<file path="src/include/spm_pkg.sv">
// package for the serializer pin-function mux
package spm_pkg;
   // register byte offsets
   localparam logic [7:0] ADDR_PIN_CFG = 8'h00;
   localparam logic [7:0] ADDR_GPO_VAL = 8'h04;
   localparam logic [7:0] ADDR_GPIO_CFG = 8'h08;
   localparam logic [7:0] ADDR_GPIO_IN = 8'h0C;
   localparam logic [7:0] ADDR_INT_STAT = 8'h10;
   localparam logic [7:0] ADDR_INT_MASK = 8'h14;
   localparam logic [7:0] ADDR_STATUS = 8'h18;
   // pin_cfg field positions
   localparam int CFG_MODE18_POS = 0;
   localparam int CFG_MODE18_SRC_POS = 1;
   localparam int CFG_AUD_GPO_POS = 2;
   localparam int CFG_DB_SEL_POS = 5;
   localparam int CFG_B0_GPO_POS = 7;
   localparam int CFG_ADDR_OVR_POS = 8;
   localparam int CFG_ADDR_POS = 9;
   // reset values
   localparam logic [31:0] PIN_CFG_RST = 32'h0000_0000;
   localparam logic [31:0] ZERO_RST = 32'h0000_0000;
   // interrupt status bits
   localparam int IRQ_PROT_POS = 0;
   localparam int IRQ_GPIO_POS = 1;
   localparam int IRQ_PD_POS = 2;
   localparam int IRQ_W = 3;
   // second audio data pin function
   typedef enum logic [1:0] {SPM_DB_AUDIO, SPM_DB_BLUE1, SPM_DB_GPO} spm_db_sel_t;
   // gathered AXI4-Lite response codes
   localparam logic [1:0] RESP_OKAY = 2'b00;
   localparam logic [1:0] RESP_SLVERR = 2'b10;
   // shared pin group, as seen by the core
   typedef struct packed {
      logic aud_clk;
      logic aud_wc;
      logic aud_da;
      logic aud_db;
      logic blue1;
      logic blue0;
      logic [3:0] gpio;
   } spm_pins_t;
endpackage

</file>
<file path="src/hdl/spm_pin_mux.sv">
// pin-function mux, power-down and interrupt control of the serializer parallel side
`timescale 1ns/1ps
// Contract
// - the audio bit clock, word clock and first data pins may each become a register-driven output.
// - in 18-bit mode the shared blue pin carries a second audio data channel, chosen by pin or register.
// - the second audio data pin may instead serve as blue bit one or as output five.
// - the four two-way general-purpose pins exist only in 18-bit mode, chosen by pin or register.
// - the general-purpose pins map to green one, green zero, red one and red zero, high to low.
// - outputs four to eight are driven at levels held in a configuration register.
// - the device runs while power_down_bar is high and powers down while it is low.
// - while powered down both serial outputs sit high and the clock multiplier is off.
// - while powered down all control registers return to their reset values.
// - any pending interrupt whose mask bit is set pulls the open-drain interrupt_out_low low, else it floats high.
// - the serial control target address follows the level on bus_address_select unless the pin_cfg override bit is set.
module spm_pin_mux #(
   parameter int ADDR_W = 7
) (
   input wire logic clk,
   input wire logic rst,
   // AXI4-Lite slave
   input wire logic [7:0] s_awaddr,
   input wire logic s_awvalid,
   output logic s_awready,
   input wire logic [31:0] s_wdata,
   input wire logic [3:0] s_wstrb,
   input wire logic s_wvalid,
   output logic s_wready,
   output logic [1:0] s_bresp,
   output logic s_bvalid,
   input wire logic s_bready,
   input wire logic [7:0] s_araddr,
   input wire logic s_arvalid,
   output logic s_arready,
   output logic [31:0] s_rdata,
   output logic [1:0] s_rresp,
   output logic s_rvalid,
   input wire logic s_rready,
   // pins
   input wire logic power_down_bar,
   input wire logic mode18_pin,
   input wire logic [ADDR_W-1:0] bus_address_select,
   input wire logic prot_irq_event,
   input wire spm_pkg::spm_pins_t pins_in,
   output spm_pkg::spm_pins_t pins_out,
   output spm_pkg::spm_pins_t pins_oe,
   output spm_pkg::spm_pins_t core_in,
   output logic [ADDR_W-1:0] bus_target_addr,
   output logic serial_out_p,
   output logic serial_out_n,
   input wire logic serial_data,
   output logic pll_enable,
   output logic interrupt_out_low_o,
   output logic interrupt_out_low_oe
);
   // two-flop synchronisers for pins
   logic pd_s1_q, pd_s2_q, m18_s1_q, m18_s2_q;
   logic [ADDR_W-1:0] adr_s1_q, adr_s2_q;
   spm_pkg::spm_pins_t pin_s1_q, pin_s2_q;
   always_ff @(posedge clk) begin
      pd_s1_q <= power_down_bar;
      pd_s2_q <= pd_s1_q;
      m18_s1_q <= mode18_pin;
      m18_s2_q <= m18_s1_q;
      adr_s1_q <= bus_address_select;
      adr_s2_q <= adr_s1_q;
      pin_s1_q <= pins_in;
      pin_s2_q <= pin_s1_q;
   end

   logic pd_active;
   logic ctl_rst;
   assign pd_active = ~pd_s2_q;
   assign ctl_rst = rst | pd_active;

   // status width comes first: the status and mask registers below are sized by it
   localparam int IRQ_W_L = spm_pkg::IRQ_W;
   logic [31:0] pin_cfg_q, gpo_val_q, gpio_cfg_q;
   logic [IRQ_W_L-1:0] int_stat_q, int_mask_q;

   // decoded configuration
   logic mode18;
   logic [2:0] aud_gpo;
   spm_pkg::spm_db_sel_t db_sel;
   logic b0_gpo;
   // pin or register chooses 18-bit mode
   assign mode18 = pin_cfg_q[spm_pkg::CFG_MODE18_SRC_POS] ? pin_cfg_q[spm_pkg::CFG_MODE18_POS]
                                                         : m18_s2_q;
   assign aud_gpo = pin_cfg_q[spm_pkg::CFG_AUD_GPO_POS +: 3];
   assign db_sel = spm_pkg::spm_db_sel_t'(pin_cfg_q[spm_pkg::CFG_DB_SEL_POS +: 2]);
   assign b0_gpo = pin_cfg_q[spm_pkg::CFG_B0_GPO_POS];

   // output drivers and enables for every shared pin
   always_comb begin
      pins_out = '0;
      pins_oe = '0;
      // audio pins as outputs eight, seven, six
      pins_oe.aud_clk = aud_gpo[2];
      pins_oe.aud_wc = aud_gpo[1];
      pins_oe.aud_da = aud_gpo[0];
      // levels from gpo value register bits 8:4
      pins_out.aud_clk = gpo_val_q[8];
      pins_out.aud_wc = gpo_val_q[7];
      pins_out.aud_da = gpo_val_q[6];
      // second audio pin as output five
      pins_oe.aud_db = (db_sel == spm_pkg::SPM_DB_GPO);
      pins_out.aud_db = gpo_val_q[5];
      pins_oe.blue0 = b0_gpo;
      pins_out.blue0 = gpo_val_q[4];
      // gpio drive only in 18-bit mode
      // gpio3..0 on green1, green0, red1, red0
      pins_oe.gpio = mode18 ? gpio_cfg_q[3:0] : 4'h0;
      pins_out.gpio = gpo_val_q[3:0];
   end

   // video/audio path into the core, with repurposed pins masked
   always_comb begin
      core_in = pin_s2_q;
      // repurposed pins stop feeding the core
      if (aud_gpo[2]) begin
         core_in.aud_clk = 1'b0;
      end
      if (aud_gpo[1]) begin
         core_in.aud_wc = 1'b0;
      end
      if (aud_gpo[0]) begin
         core_in.aud_da = 1'b0;
      end
      if (b0_gpo) begin
         core_in.blue0 = 1'b0;
      end
      if (mode18) begin
         core_in.gpio = 4'h0;
      end
      // second audio channel only in 18-bit mode
      // or routed to blue bit one
      unique case (db_sel)
         spm_pkg::SPM_DB_AUDIO: begin
            core_in.aud_db = mode18 ? pin_s2_q.aud_db : 1'b0;
         end
         spm_pkg::SPM_DB_BLUE1: begin
            core_in.blue1 = pin_s2_q.aud_db;
            core_in.aud_db = 1'b0;
         end
         default: begin
            core_in.aud_db = 1'b0;
         end
      endcase
   end

   // address from strap, register may override
   assign bus_target_addr = pin_cfg_q[spm_pkg::CFG_ADDR_OVR_POS]
                          ? pin_cfg_q[spm_pkg::CFG_ADDR_POS +: ADDR_W] : adr_s2_q;

   // serial outputs parked high, multiplier off
   // both legs high is a steady idle that the far end cannot take for data
   assign serial_out_p = pd_active ? 1'b1 : serial_data;
   assign serial_out_n = pd_active ? 1'b1 : ~serial_data;
   assign pll_enable = ~pd_active;

   // interrupt events: protection, gpio input change, power-down exit
   logic [3:0] gpio_prev_q;
   logic pd_prev_q;
   logic [IRQ_W_L-1:0] irq_ev;
   // history flops carry no reset; they settle while reset is held
   always_ff @(posedge clk) begin
      gpio_prev_q <= pin_s2_q.gpio;
      pd_prev_q <= pd_active;
   end
   assign irq_ev = {pd_prev_q & ~pd_active,
                    mode18 & |((pin_s2_q.gpio ^ gpio_prev_q) & ~gpio_cfg_q[3:0]),
                    prot_irq_event};

   // open drain, pulled low while a pending bit has its mask bit set
   assign interrupt_out_low_o = 1'b0;
   assign interrupt_out_low_oe = |(int_stat_q & int_mask_q);

   // AXI4-Lite write channel: address and data taken in either order
   logic aw_have_q, w_have_q;
   logic [7:0] aw_addr_q;
   logic [31:0] w_data_q;
   logic [3:0] w_strb_q;
   logic wr_go;
   assign s_awready = ~aw_have_q & ~s_bvalid;
   assign s_wready = ~w_have_q & ~s_bvalid;
   assign wr_go = aw_have_q & w_have_q;
   always_ff @(posedge clk) begin
      if (rst) begin
         aw_have_q <= 1'b0;
         w_have_q <= 1'b0;
         s_bvalid <= 1'b0;
         s_bresp <= spm_pkg::RESP_OKAY;
         aw_addr_q <= '0;
         w_data_q <= '0;
         w_strb_q <= '0;
      end else begin
         if (s_awvalid && s_awready) begin
            aw_have_q <= 1'b1;
            aw_addr_q <= s_awaddr;
         end
         if (s_wvalid && s_wready) begin
            w_have_q <= 1'b1;
            w_data_q <= s_wdata;
            w_strb_q <= s_wstrb;
         end
         if (wr_go) begin
            aw_have_q <= 1'b0;
            w_have_q <= 1'b0;
            s_bvalid <= 1'b1;
            s_bresp <= addr_ok(aw_addr_q) ? spm_pkg::RESP_OKAY : spm_pkg::RESP_SLVERR;
         end else if (s_bvalid && s_bready) begin
            s_bvalid <= 1'b0;
         end
      end
   end

   // mapped-address check shared by both channels
   function automatic logic addr_ok(input logic [7:0] a);
      addr_ok = (a == spm_pkg::ADDR_PIN_CFG) || (a == spm_pkg::ADDR_GPO_VAL) ||
                (a == spm_pkg::ADDR_GPIO_CFG) || (a == spm_pkg::ADDR_GPIO_IN) ||
                (a == spm_pkg::ADDR_INT_STAT) || (a == spm_pkg::ADDR_INT_MASK) ||
                (a == spm_pkg::ADDR_STATUS);
   endfunction

   // byte-lane merge used by pin_cfg_q, gpo_val_q and gpio_cfg_q
   function automatic logic [31:0] merge(input logic [31:0] old, input logic [31:0] nw,
                                         input logic [3:0] st);
      for (int i = 0; i < 4; i++) begin
         merge[i*8 +: 8] = st[i] ? nw[i*8 +: 8] : old[i*8 +: 8];
      end
   endfunction

   // control registers; power-down returns them to reset values
   always_ff @(posedge clk) begin
      if (ctl_rst) begin
         pin_cfg_q <= spm_pkg::PIN_CFG_RST;
         gpo_val_q <= spm_pkg::ZERO_RST;
         gpio_cfg_q <= spm_pkg::ZERO_RST;
         int_mask_q <= '0;
      end else if (wr_go) begin
         unique case (aw_addr_q)
            spm_pkg::ADDR_PIN_CFG: pin_cfg_q <= merge(pin_cfg_q, w_data_q, w_strb_q);
            spm_pkg::ADDR_GPO_VAL: gpo_val_q <= merge(gpo_val_q, w_data_q, w_strb_q);
            spm_pkg::ADDR_GPIO_CFG: gpio_cfg_q <= merge(gpio_cfg_q, w_data_q, w_strb_q);
            spm_pkg::ADDR_INT_MASK: begin
               if (w_strb_q[0]) begin
                  int_mask_q <= w_data_q[IRQ_W_L-1:0];
               end
            end
            default: ;
         endcase
      end
   end

   // sticky status, write one to clear; a new event wins over the clear
   logic [IRQ_W_L-1:0] w1c;
   assign w1c = (wr_go && aw_addr_q == spm_pkg::ADDR_INT_STAT && w_strb_q[0])
              ? w_data_q[IRQ_W_L-1:0] : '0;
   always_ff @(posedge clk) begin
      if (rst) begin
         int_stat_q <= '0;
      end else begin
         int_stat_q <= (int_stat_q & ~w1c) | irq_ev;
      end
   end

   // read channel, one cycle after the address is taken
   logic [31:0] rd_mux;
   always_comb begin
      rd_mux = '0;
      unique case (s_araddr)
         spm_pkg::ADDR_PIN_CFG: rd_mux = pin_cfg_q;
         spm_pkg::ADDR_GPO_VAL: rd_mux = gpo_val_q;
         spm_pkg::ADDR_GPIO_CFG: rd_mux = gpio_cfg_q;
         spm_pkg::ADDR_GPIO_IN: rd_mux = {28'h000_0000, pin_s2_q.gpio};
         spm_pkg::ADDR_INT_STAT: rd_mux = {29'h0000_0000, int_stat_q};
         spm_pkg::ADDR_INT_MASK: rd_mux = {29'h0000_0000, int_mask_q};
         // status: [0] powered down, [1] 18-bit mode, [14:8] target address
         spm_pkg::ADDR_STATUS: rd_mux = {17'h0_0000, bus_target_addr, 6'h00, mode18, pd_active};
         default: rd_mux = '0;
      endcase
   end
   // rd_mux follows s_araddr live, so it is only sampled on the taking edge
   assign s_arready = ~s_rvalid;
   always_ff @(posedge clk) begin
      if (rst) begin
         s_rvalid <= 1'b0;
         s_rdata <= '0;
         s_rresp <= spm_pkg::RESP_OKAY;
      end else if (s_arvalid && s_arready) begin
         s_rvalid <= 1'b1;
         s_rdata <= rd_mux;
         s_rresp <= addr_ok(s_araddr) ? spm_pkg::RESP_OKAY : spm_pkg::RESP_SLVERR;
      end else if (s_rvalid && s_rready) begin
         s_rvalid <= 1'b0;
      end
   end
endmodule // spm_pin_mux

</file>
<file path="config.mk">
export PLATFORM = sky130hd
export DESIGN_NAME = spm_pin_mux
export DESIGN_NICKNAME = d
export VERILOG_FILES = /design/src/include/spm_pkg.sv /design/src/hdl/spm_pin_mux.sv
export SDC_FILE = /design/constraint.sdc
export NUM_CORES = 1
export LEC_CHECK = 0
export BUFFER_PORTS_ARGS = -buffer_cell sky130_fd_sc_hd__buf_2
export CAP_MARGIN = 0
export CORE_MARGIN = 4
export CORE_UTILIZATION = 45
export CTS_CLUSTER_SIZE = 25
export DETAILED_ROUTE_END_ITERATION = 8
export GPL_ROUTABILITY_DRIVEN = 1
export PLACE_DENSITY = 0.7
export REMOVE_ABC_BUFFERS = 1
export SLEW_MARGIN = 20
export SYNTH_ARGS = -nofsm -noshare
export SYNTH_HDL_FRONTEND = slang
export SYNTH_SLANG_ARGS = --single-unit
</file>
<file path="constraint.sdc">
create_clock -name clk -period 3.1 [get_ports clk]
set_clock_uncertainty 0.1 [all_clocks]
set_input_delay 0 -clock clk [delete_from_list [all_inputs] [get_ports clk]]
set_output_delay 0 -clock clk [all_outputs]
set_load 0.03 [all_outputs]
</file>
=== Yosys cells after proc, flatten, opt, wreduce, memory -nomap -nowiden ===
Index checks and enable logic that the tools add are counted.

* Eq/ne operators: 14
* Shifts and indexed selects: 0
* Bitwise operators: 19
* Multiplexer cells: 21
* Multipliers: 0
* Reductions and logical operators: 40
* Magnitude comparators: 0
* Add/sub/neg operators: 0
* Divide/modulo/power cells: 0

{| class="wikitable"
|+ Operators by type and width
! cell !! count
|-
| 32-bit one-hot mux with 7 select lines || 1
|-
| 8-bit by 5-bit == test with 1-bit output (second input constant) || 6
|-
| 3-bit AND reduction || 13
|-
| 8-bit by 4-bit == test with 1-bit output (second input constant) || 4
|-
| 8-bit by 3-bit == test with 1-bit output (second input constant) || 2
|-
| 8-bit zero test || 2
|-
| 1-bit 2-to-1 mux || 14
|-
| 1-bit logical OR || 12
|-
| 4-bit 2-to-1 mux || 2
|-
| 1-bit logical AND || 7
|-
| 7-bit 2-to-1 mux || 1
|-
| 3-bit bitwise AND || 2
|-
| 1-bit NOT || 6
|-
| 1-bit bitwise AND || 5
|-
| 4-bit bitwise AND || 1
|-
| 2-bit 2-to-1 mux || 2
|-
| 4-bit NOT || 1
|-
| 2-bit nonzero test || 2
|-
| 4-bit OR reduction || 1
|-
| 4-bit XOR || 1
|-
| 3-bit 2-to-1 mux || 1
|-
| 3-bit NOT || 1
|-
| 3-bit OR || 1
|-
| 3-bit OR reduction || 1
|-
| 5 further kinds || 5
|}

* Memories kept: 0
* Register bits after elaboration: 229
* Latch bits: 0
* Bits in read-only memories: 0
* Output and inout bits: 83
* Bits in writable memories: 0

=== Depth between registers and ports, before layout ===
Gate-level depths: netlist of the first run.

* Depth in word-level cells: 8
* Mapped depth: 7
* Mapped depth without buffers: 4

=== Worst setup path after synthesis of the first run ===
OpenSTA, ideal clock, no wires.

* Path kind: register to register
* Start: register s_bvalid
* End: register w_data_q[1]
* Required time: 2.930 ns
* Clock period less this slack: 1.991 ns
* Setup time: 0.070 ns
* Data arrival time: 1.820 ns
* Slack: 1.109 ns
* Cell stages (with the launch flop): 7
* Cell sequence: dfxtp_1 nor2_1 and2_1 clkbuf_1 clkbuf_1 nand2_1 a21oi_1

* Cells in the longest elaborated chain, start to end: 3

{| class="wikitable"
|+ Ends and longest elaborated chain
! item !! line !! RTL
|-
| from (decl) || spm_pin_mux.sv:29 || <nowiki>output logic s_bvalid,</nowiki>
|-
| from (signal assigned) || spm_pin_mux.sv:190 || <nowiki>s_bvalid <= 1'b0;</nowiki>
|-
| from (signal assigned) || spm_pin_mux.sv:208 || <nowiki>s_bvalid <= 1'b1;</nowiki>
|-
| from (signal assigned) || spm_pin_mux.sv:211 || <nowiki>s_bvalid <= 1'b0;</nowiki>
|-
| 1-bit NOT || spm_pin_mux.sv:184 || <nowiki>assign s_wready = ~w_have_q & ~s_bvalid;</nowiki>
|-
| 1-bit bitwise AND || spm_pin_mux.sv:184 ||
|-
| via s_wready || spm_pin_mux.sv:27 || <nowiki>output logic s_wready,</nowiki>
|-
| 1-bit logical AND || spm_pin_mux.sv:200 || <nowiki>if (s_wvalid && s_wready) begin</nowiki>
|-
| to (signal assigned) || spm_pin_mux.sv:202 || <nowiki>w_data_q <= s_wdata;</nowiki>
|-
| to (decl) || spm_pin_mux.sv:180 || <nowiki>logic [31:0] w_data_q;</nowiki>
|}

The timed path passes the listed nets, and every way through them passes these cells.
A chain may end at the register's enable or synchronous reset.

==> results of run 1 <==
report_power, final:
group | switching (W) | internal, W
clock network | 0.00115 | 0.00203
logic | 0.000313 | 0.000224
registers | 0.0000680 | 0.00299
state kept, by name (all words and copies together), names as in the netlist, 3 cells and up:
signal and count:
adr_s1_q 7, adr_s2_q 7, aw_addr_q 8, gpio_cfg_q 32
gpio_prev_q 4, gpo_val_q 32, int_mask_q 3, int_stat_q 3
pin_cfg_q 32, pin_s1_q 10, pin_s2_q 10, s_rdata 32
w_data_q 32, w_strb_q 4
per-stage QoR:
step | util (%) | worst slack [ns] | power [W] | cells | cell area [µm²]
after floorplan | - | 0.548 | 0.00334 | 832 | 8420
after global placement | 50.8 | 0.915 | 0.00354 | 1258 | 9630
after detailed placement | 50.8 | 0.899 | 0.00355 | 1258 | 9630
after CTS | 60.9 | 0.432 | 0.00684 | 1402 | 11500
after global routing | 60.9 | 0.199 | 0.00703 | 1402 | 11500
final | 60.9 | 0.375 | 0.00678 | 1402 | 11500
worst max-delay path: stages:
cell           delay (ns)
dlygate4sd3_1        0.53
buf_2                0.32
or4_1                0.51
dlygate4sd3_1        0.60
nor2_1               0.22
nand2_1              0.16
o21ai_0              0.17
dlygate4sd3_1        0.55
final timing paths:
check	slack, ns	depth (start not counted)	end	from
setup reg to reg	0.64	6	aw_addr_q[5]	aw_have_q
hold reg to reg	0.23	0	adr_s2_q[2]	adr_s1_q[2]
setup / recovery	0.37	8	s_rdata[1]	rst
hold / removal	0.02	4	w_have_q	s_wvalid
final cells by class:
cell class,count,area [µm²]
Clock buffer,34,719
Clock inverter,10,184
Fill cell,1583,7420
Inverter,10,37.5
Multi-Input combinational cell,595,3860
Sequential cell,227,4540
Tap cell,260,325
Timing Repair Buffer,266,1870
cell usage in the layout (no fill, tap or decap), types with 6 or more instances in the layout:
cell type and n:
dfxtp_1 227, clkbuf_16 25, o2bb2ai_1 27, nor2_1 129, buf_2 157, nor4_4 6
a22oi_1 22, nand2b_1 11, mux2i_1 136, nand2_1 118, o211ai_1 8, dlygate4sd3_1 100
buf_4 8, clkbuf_8 6, nor2b_1 11, inv_1 10, o21ai_0 8, a21oi_1 53
or4_1 7
cell families (layout without fill, tap and decap cells):
family | after synthesis | after routing | share of synthesized area (%)
and+or+nand+nor | 314 | 314 | 16.8
other | 1 | 5 | 0.0427
xor gates and xnor gates | 4 | 4 | 0.399
DFF | 227 | 227 | 51.8
muxes | 141 | 141 | 16.4
buffers and inverters | 85 | 320 | 4.63
AOI/OAI and AO/OA | 131 | 131 | 9.92
per-layer routing:
metal,share of wire [%],global-route usage (%),up-vias
met1,45,28.0,3396
met3,5.4,3.34,32
li1,-,-,3520
met4,1.8,4.61,0
met2,48,36.5,208
met5,0,0,-
==> impl_metrics.yaml, run 1 <==
clock_network:
  cts.sinks: 227
  path_clk_slew_ns: 0.06
  hold_buffers: 100
  cts_tree: "built"
  cts.htree.levels: 1
  post_cts_buffers: 0
  cts.repair.resized: 0
  insertion_delay_ns: 0.51
  cts_buffers: 24
  cts_root_buf: "clkbuf_16"
  clockBufferDepth: 3
critical_path:
  end_kind: "register"
  crit_type: "input pin to register"
  crit_fanout: 27
  required_ns: 3.45
  startpoint_type: "input pin"
  cp.arrival_ns: 3.08
grt:
  grt_pass1_wl_um: 38000
  grt_pass1_vias: 7276
  grt_use_total_pct: 21.1
  antenna_found_initial: 0
  grt_max_degree: 76
  overflow: 0
power_and_ir_drop:
  cellLeakagePower_nw: 4.85
  ir_drop_mv: 0.418
  cellPowerDensity_nw_per_um2: 588
synthesis:
  post_synth_num_cell_types: 49
  synth_area_um2: 8780
  yosysMostFrequentCell: "dfxtp_1"
  ys_warn_count: 0
  ys.flop_type: "dfxtp_1"
  synth.avg_cell_area_um2: 9.72
  synthTopCellsByCount: "dfxtp_1 (227), mux2i_1 (136), nor2_1 (129)"
  synth_seq_cells: 227
  synth_area_leader_cell: "dfxtp_1"
  synth_edf_count: 0
  synthTopCellsByArea: "dfxtp_1 (52%), mux2i_1 (16%), nor2_1 (5.5%), nand2_1 (5.0%), a21oi_1 (3.0%)"
  postSynthCellCount: 903
  synth_top_area_share_pct: 51.8
  async_reset_ff_share_pct: 0
  yosysSeqAreaShare_pct: 51.8
timing:
  hold_viol: 0
  max_clock_freq_ghz: 0.367
  timing.final.crit_share_pct: 87.9
  slew_headroom_pct: 23.9
  timing.hold.ws_ns: 0.0172
  rsz0062_at_grt: "false"
  tightestPinTransition_ns: 1.14
  period_needed_ns: 2.73
  setup-tns-final_ns: 0
  setup_viol: 0
  slew_violations: 0
route:
  drc: 0
  via_count: 7156
  drt_first_pass_iters: 4
  drtAntennaViolNets: 0
  viasPerCell: 5.10
  drt-total-wl_um: 23400
  drt-initial-drc-count: 361
  post_drt_wl_per_cell_um: 16.7
floorplanning:
  dieArea_um2: 21800
  rows: 50
  initial_utilization_pct: 46.3
  die_x_um: 148
  core_area_um2: 19000
  die_height_um: 148
  io_pins: 163
finish:
  diodes: 0
  fin_nets: 1204
  drive_above_1_share_pct: 19.9
  area_growth_pct: 31.4
placed_design:
  dp_hpwl_um: 14200
  gp_congestion: 0.765
  port_buffers: 157
min_path:
  min_path_type: "input pin to register"
outcome:
  status: "finished clean"
flow_run:
  maxCapViolations: 0
(Power assumes the default switching activity.)
==> inputs of run 2 (changes only) <==
--- a/config.mk
+++ b/config.mk
@@ -7,6 +7,7 @@
 export LEC_CHECK = 0
 export BUFFER_PORTS_ARGS = -buffer_cell sky130_fd_sc_hd__buf_2
 export CAP_MARGIN = 0
+export CORE_ASPECT_RATIO = 1.5
 export CORE_MARGIN = 4
 export CORE_UTILIZATION = 45
 export CTS_CLUSTER_SIZE = 25
@@ -14,6 +15,7 @@
 export GPL_ROUTABILITY_DRIVEN = 1
 export PLACE_DENSITY = 0.7
 export REMOVE_ABC_BUFFERS = 1
+export SETUP_SLACK_MARGIN = 0.02
 export SLEW_MARGIN = 20
 export SYNTH_ARGS = -nofsm -noshare
 export SYNTH_HDL_FRONTEND = slang
==> run 2 against run 1 <==
Effect of this change: maximum frequency increased by 4.2%; power shrank 6.3%; die area increased by 0.21%; final cell count rose by 0.21%; worst hold slack got worse by 0.0084 ns; clock power is 14% lower; critical endpoint is now s_rdata[15]; highest routed layer unchanged.
==> impl_metrics.yaml, run 2 (synthesized netlist as in run 1, its figures left out) <==
grt:
  grt_pass1_wl_um: 36700
  grt_max_degree: 56
  antenna_found_initial: 0
  grt_use_total_pct: 20.8
  overflow: 0
  grt_pass1_vias: 7320
power_and_ir_drop:
  ir_drop_mv: 0.483
  cellLeakagePower_nw: 4.86
  cellPowerDensity_nw_per_um2: 553
finish:
  final_util_pct: 59.9
  final_cells: 1405
  nFillCells: 1598
  area_growth_pct: 30.9
  drive_above_1_share_pct: 19.6
  layout_common_cells: "dfxtp_1 (227), buf_2 (157), mux2i_1 (136)"
  diodes: 0
  fin_nets: 1215
  layout_commonest_cell: "dfxtp_1"
clock_network:
  cts.sinks: 227
  cts_root_buf: "clkbuf_16"
  clockBufferDepth: 3
  cts.htree.levels: 1
  cts_buffers: 22
  cts_tree: "built"
  insertion_delay_ns: 0.51
  path_clk_slew_ns: 0.07
min_path:
  hp-start: "s_araddr[5]"
  min_path_type: "input pin to register"
route:
  viasPerCell: 5.16
  drc: 0
  post_drt_wl_per_cell_um: 16.5
  drt-total-wl_um: 23200
  drtAntennaViolNets: 0
  via_count: 7247
  drt_first_pass_iters: 7
  drt-initial-drc-count: 299
outcome:
  status: "finished clean"
critical_path:
  r2r_start: "s_rvalid"
  crit_fanout: 17
  critPathLaunch: "s_rvalid"
  required_ns: 3.45
  crit_type: "register to register"
  cp.arrival_ns: 2.97
  end_kind: "register"
  startpoint_type: "register"
placed_design:
  dp_hpwl_um: 14800
  dp_cells: 1258
  gp_congestion: 0.791
  port_buffers: 157
  place_ws_ns: 0.807
floorplanning:
  die_height_um: 179
  io_pins: 163
  rows: 62
  die_x_um: 122
  dieArea_um2: 21800
  initial_utilization_pct: 45.8
  core_area_um2: 19200
timing:
  setup-tns-final_ns: 0
  rsz0062_at_grt: "false"
  max_clock_freq_ghz: 0.382
  hold_viol: 0
  period_needed_ns: 2.61
  slew_violations: 0
  slew_headroom_pct: 32.7
  timing.final.crit_share_pct: 84.3
  setup_viol: 0
  tightestPinTransition_ns: 1.01
  fin_ws_ns: 0.485
flow_run:
  maxCapViolations: 0
## run 2: cell types whose count changed in the layout (fill, tap and decap cells not counted), sizes merged
| cell | change |
|---|---|
| dlygate4sd3 | +9 |
| buf | +4 |
| bufinv | -2 |
| clkinvlp | -2 |
| clkbuf | -6 |
| clkinv | +4 |
## run 2: repair_timing
item	in CTS	in global routing
gates resized for setup	0	0
hold endpoints to repair	79	0
hold buffers	109	0
setup buffers	0	0
## run 2: critical path, stage by stage (launching register included)
cell           delay (ns)
dfxtp_1              0.37
or4b_2               0.79
nor3_4               0.25
buf_4                0.29
a22oi_1              0.10
nor2_1               0.11
dlygate4sd3_1        0.55
## run 2: power breakdown
part	internal (W)	total [W]	switching (W)
sequential	0.00299	0.00306	0.0000680
clock	0.00163	0.00275	0.00112
combinational	0.000234	0.000544	0.000311
total	0.00485	0.00636	0.00150
## run 2: final timing paths
| check | depth (start not counted) | end | slack (ns) |
|---|---|---|---|
| min reg2reg | 0 | pin_s2_q[2] | 0.23 |
| max | 6 | s_rdata[15] | 0.49 |
| max reg2reg | 6 | s_rdata[15] | 0.49 |
| min | 5 | s_rdata[1] | 0.009 |
## run 2: per-stage QoR
| step | hold slack, ns | area [µm²] | power [W] |
|---|---|---|---|
| CTS | 0.00379 | 11500 | 0.00640 |
| global route | 0.0243 | 11500 | 0.00655 |
| finish | 0.00881 | 11500 | 0.00636 |
| floorplan | -0.0723 | 8420 | 0.00334 |
| global placement | 0.00171 | 9660 | 0.00355 |
| detailed placement | 0.00400 | 9660 | 0.00355 |
## run 2: area by class of cell
type,count,area [µm²],area share [%]
inverter,10,37.5,0.327
tap,256,320,2.79
multi-input combinational,595,3860,33.6
timing repair buffer,279,1990,17.3
clock buffer,28,603,5.25
sequential,227,4540,39.6
clock inverter,10,136,1.19
## run 2: metal layers
| metal | vias up | global-route usage, % | share of wire, % |
|---|---|---|---|
| met1 | 3470 | 23.6 | 39 |
| met5 | - | 0 | 0 |
| li1 | 3535 | - | - |
| met3 | 48 | 2.65 | 4.6 |
| met4 | 0 | 8.18 | 3.2 |
| met2 | 194 | 39.0 | 53 |
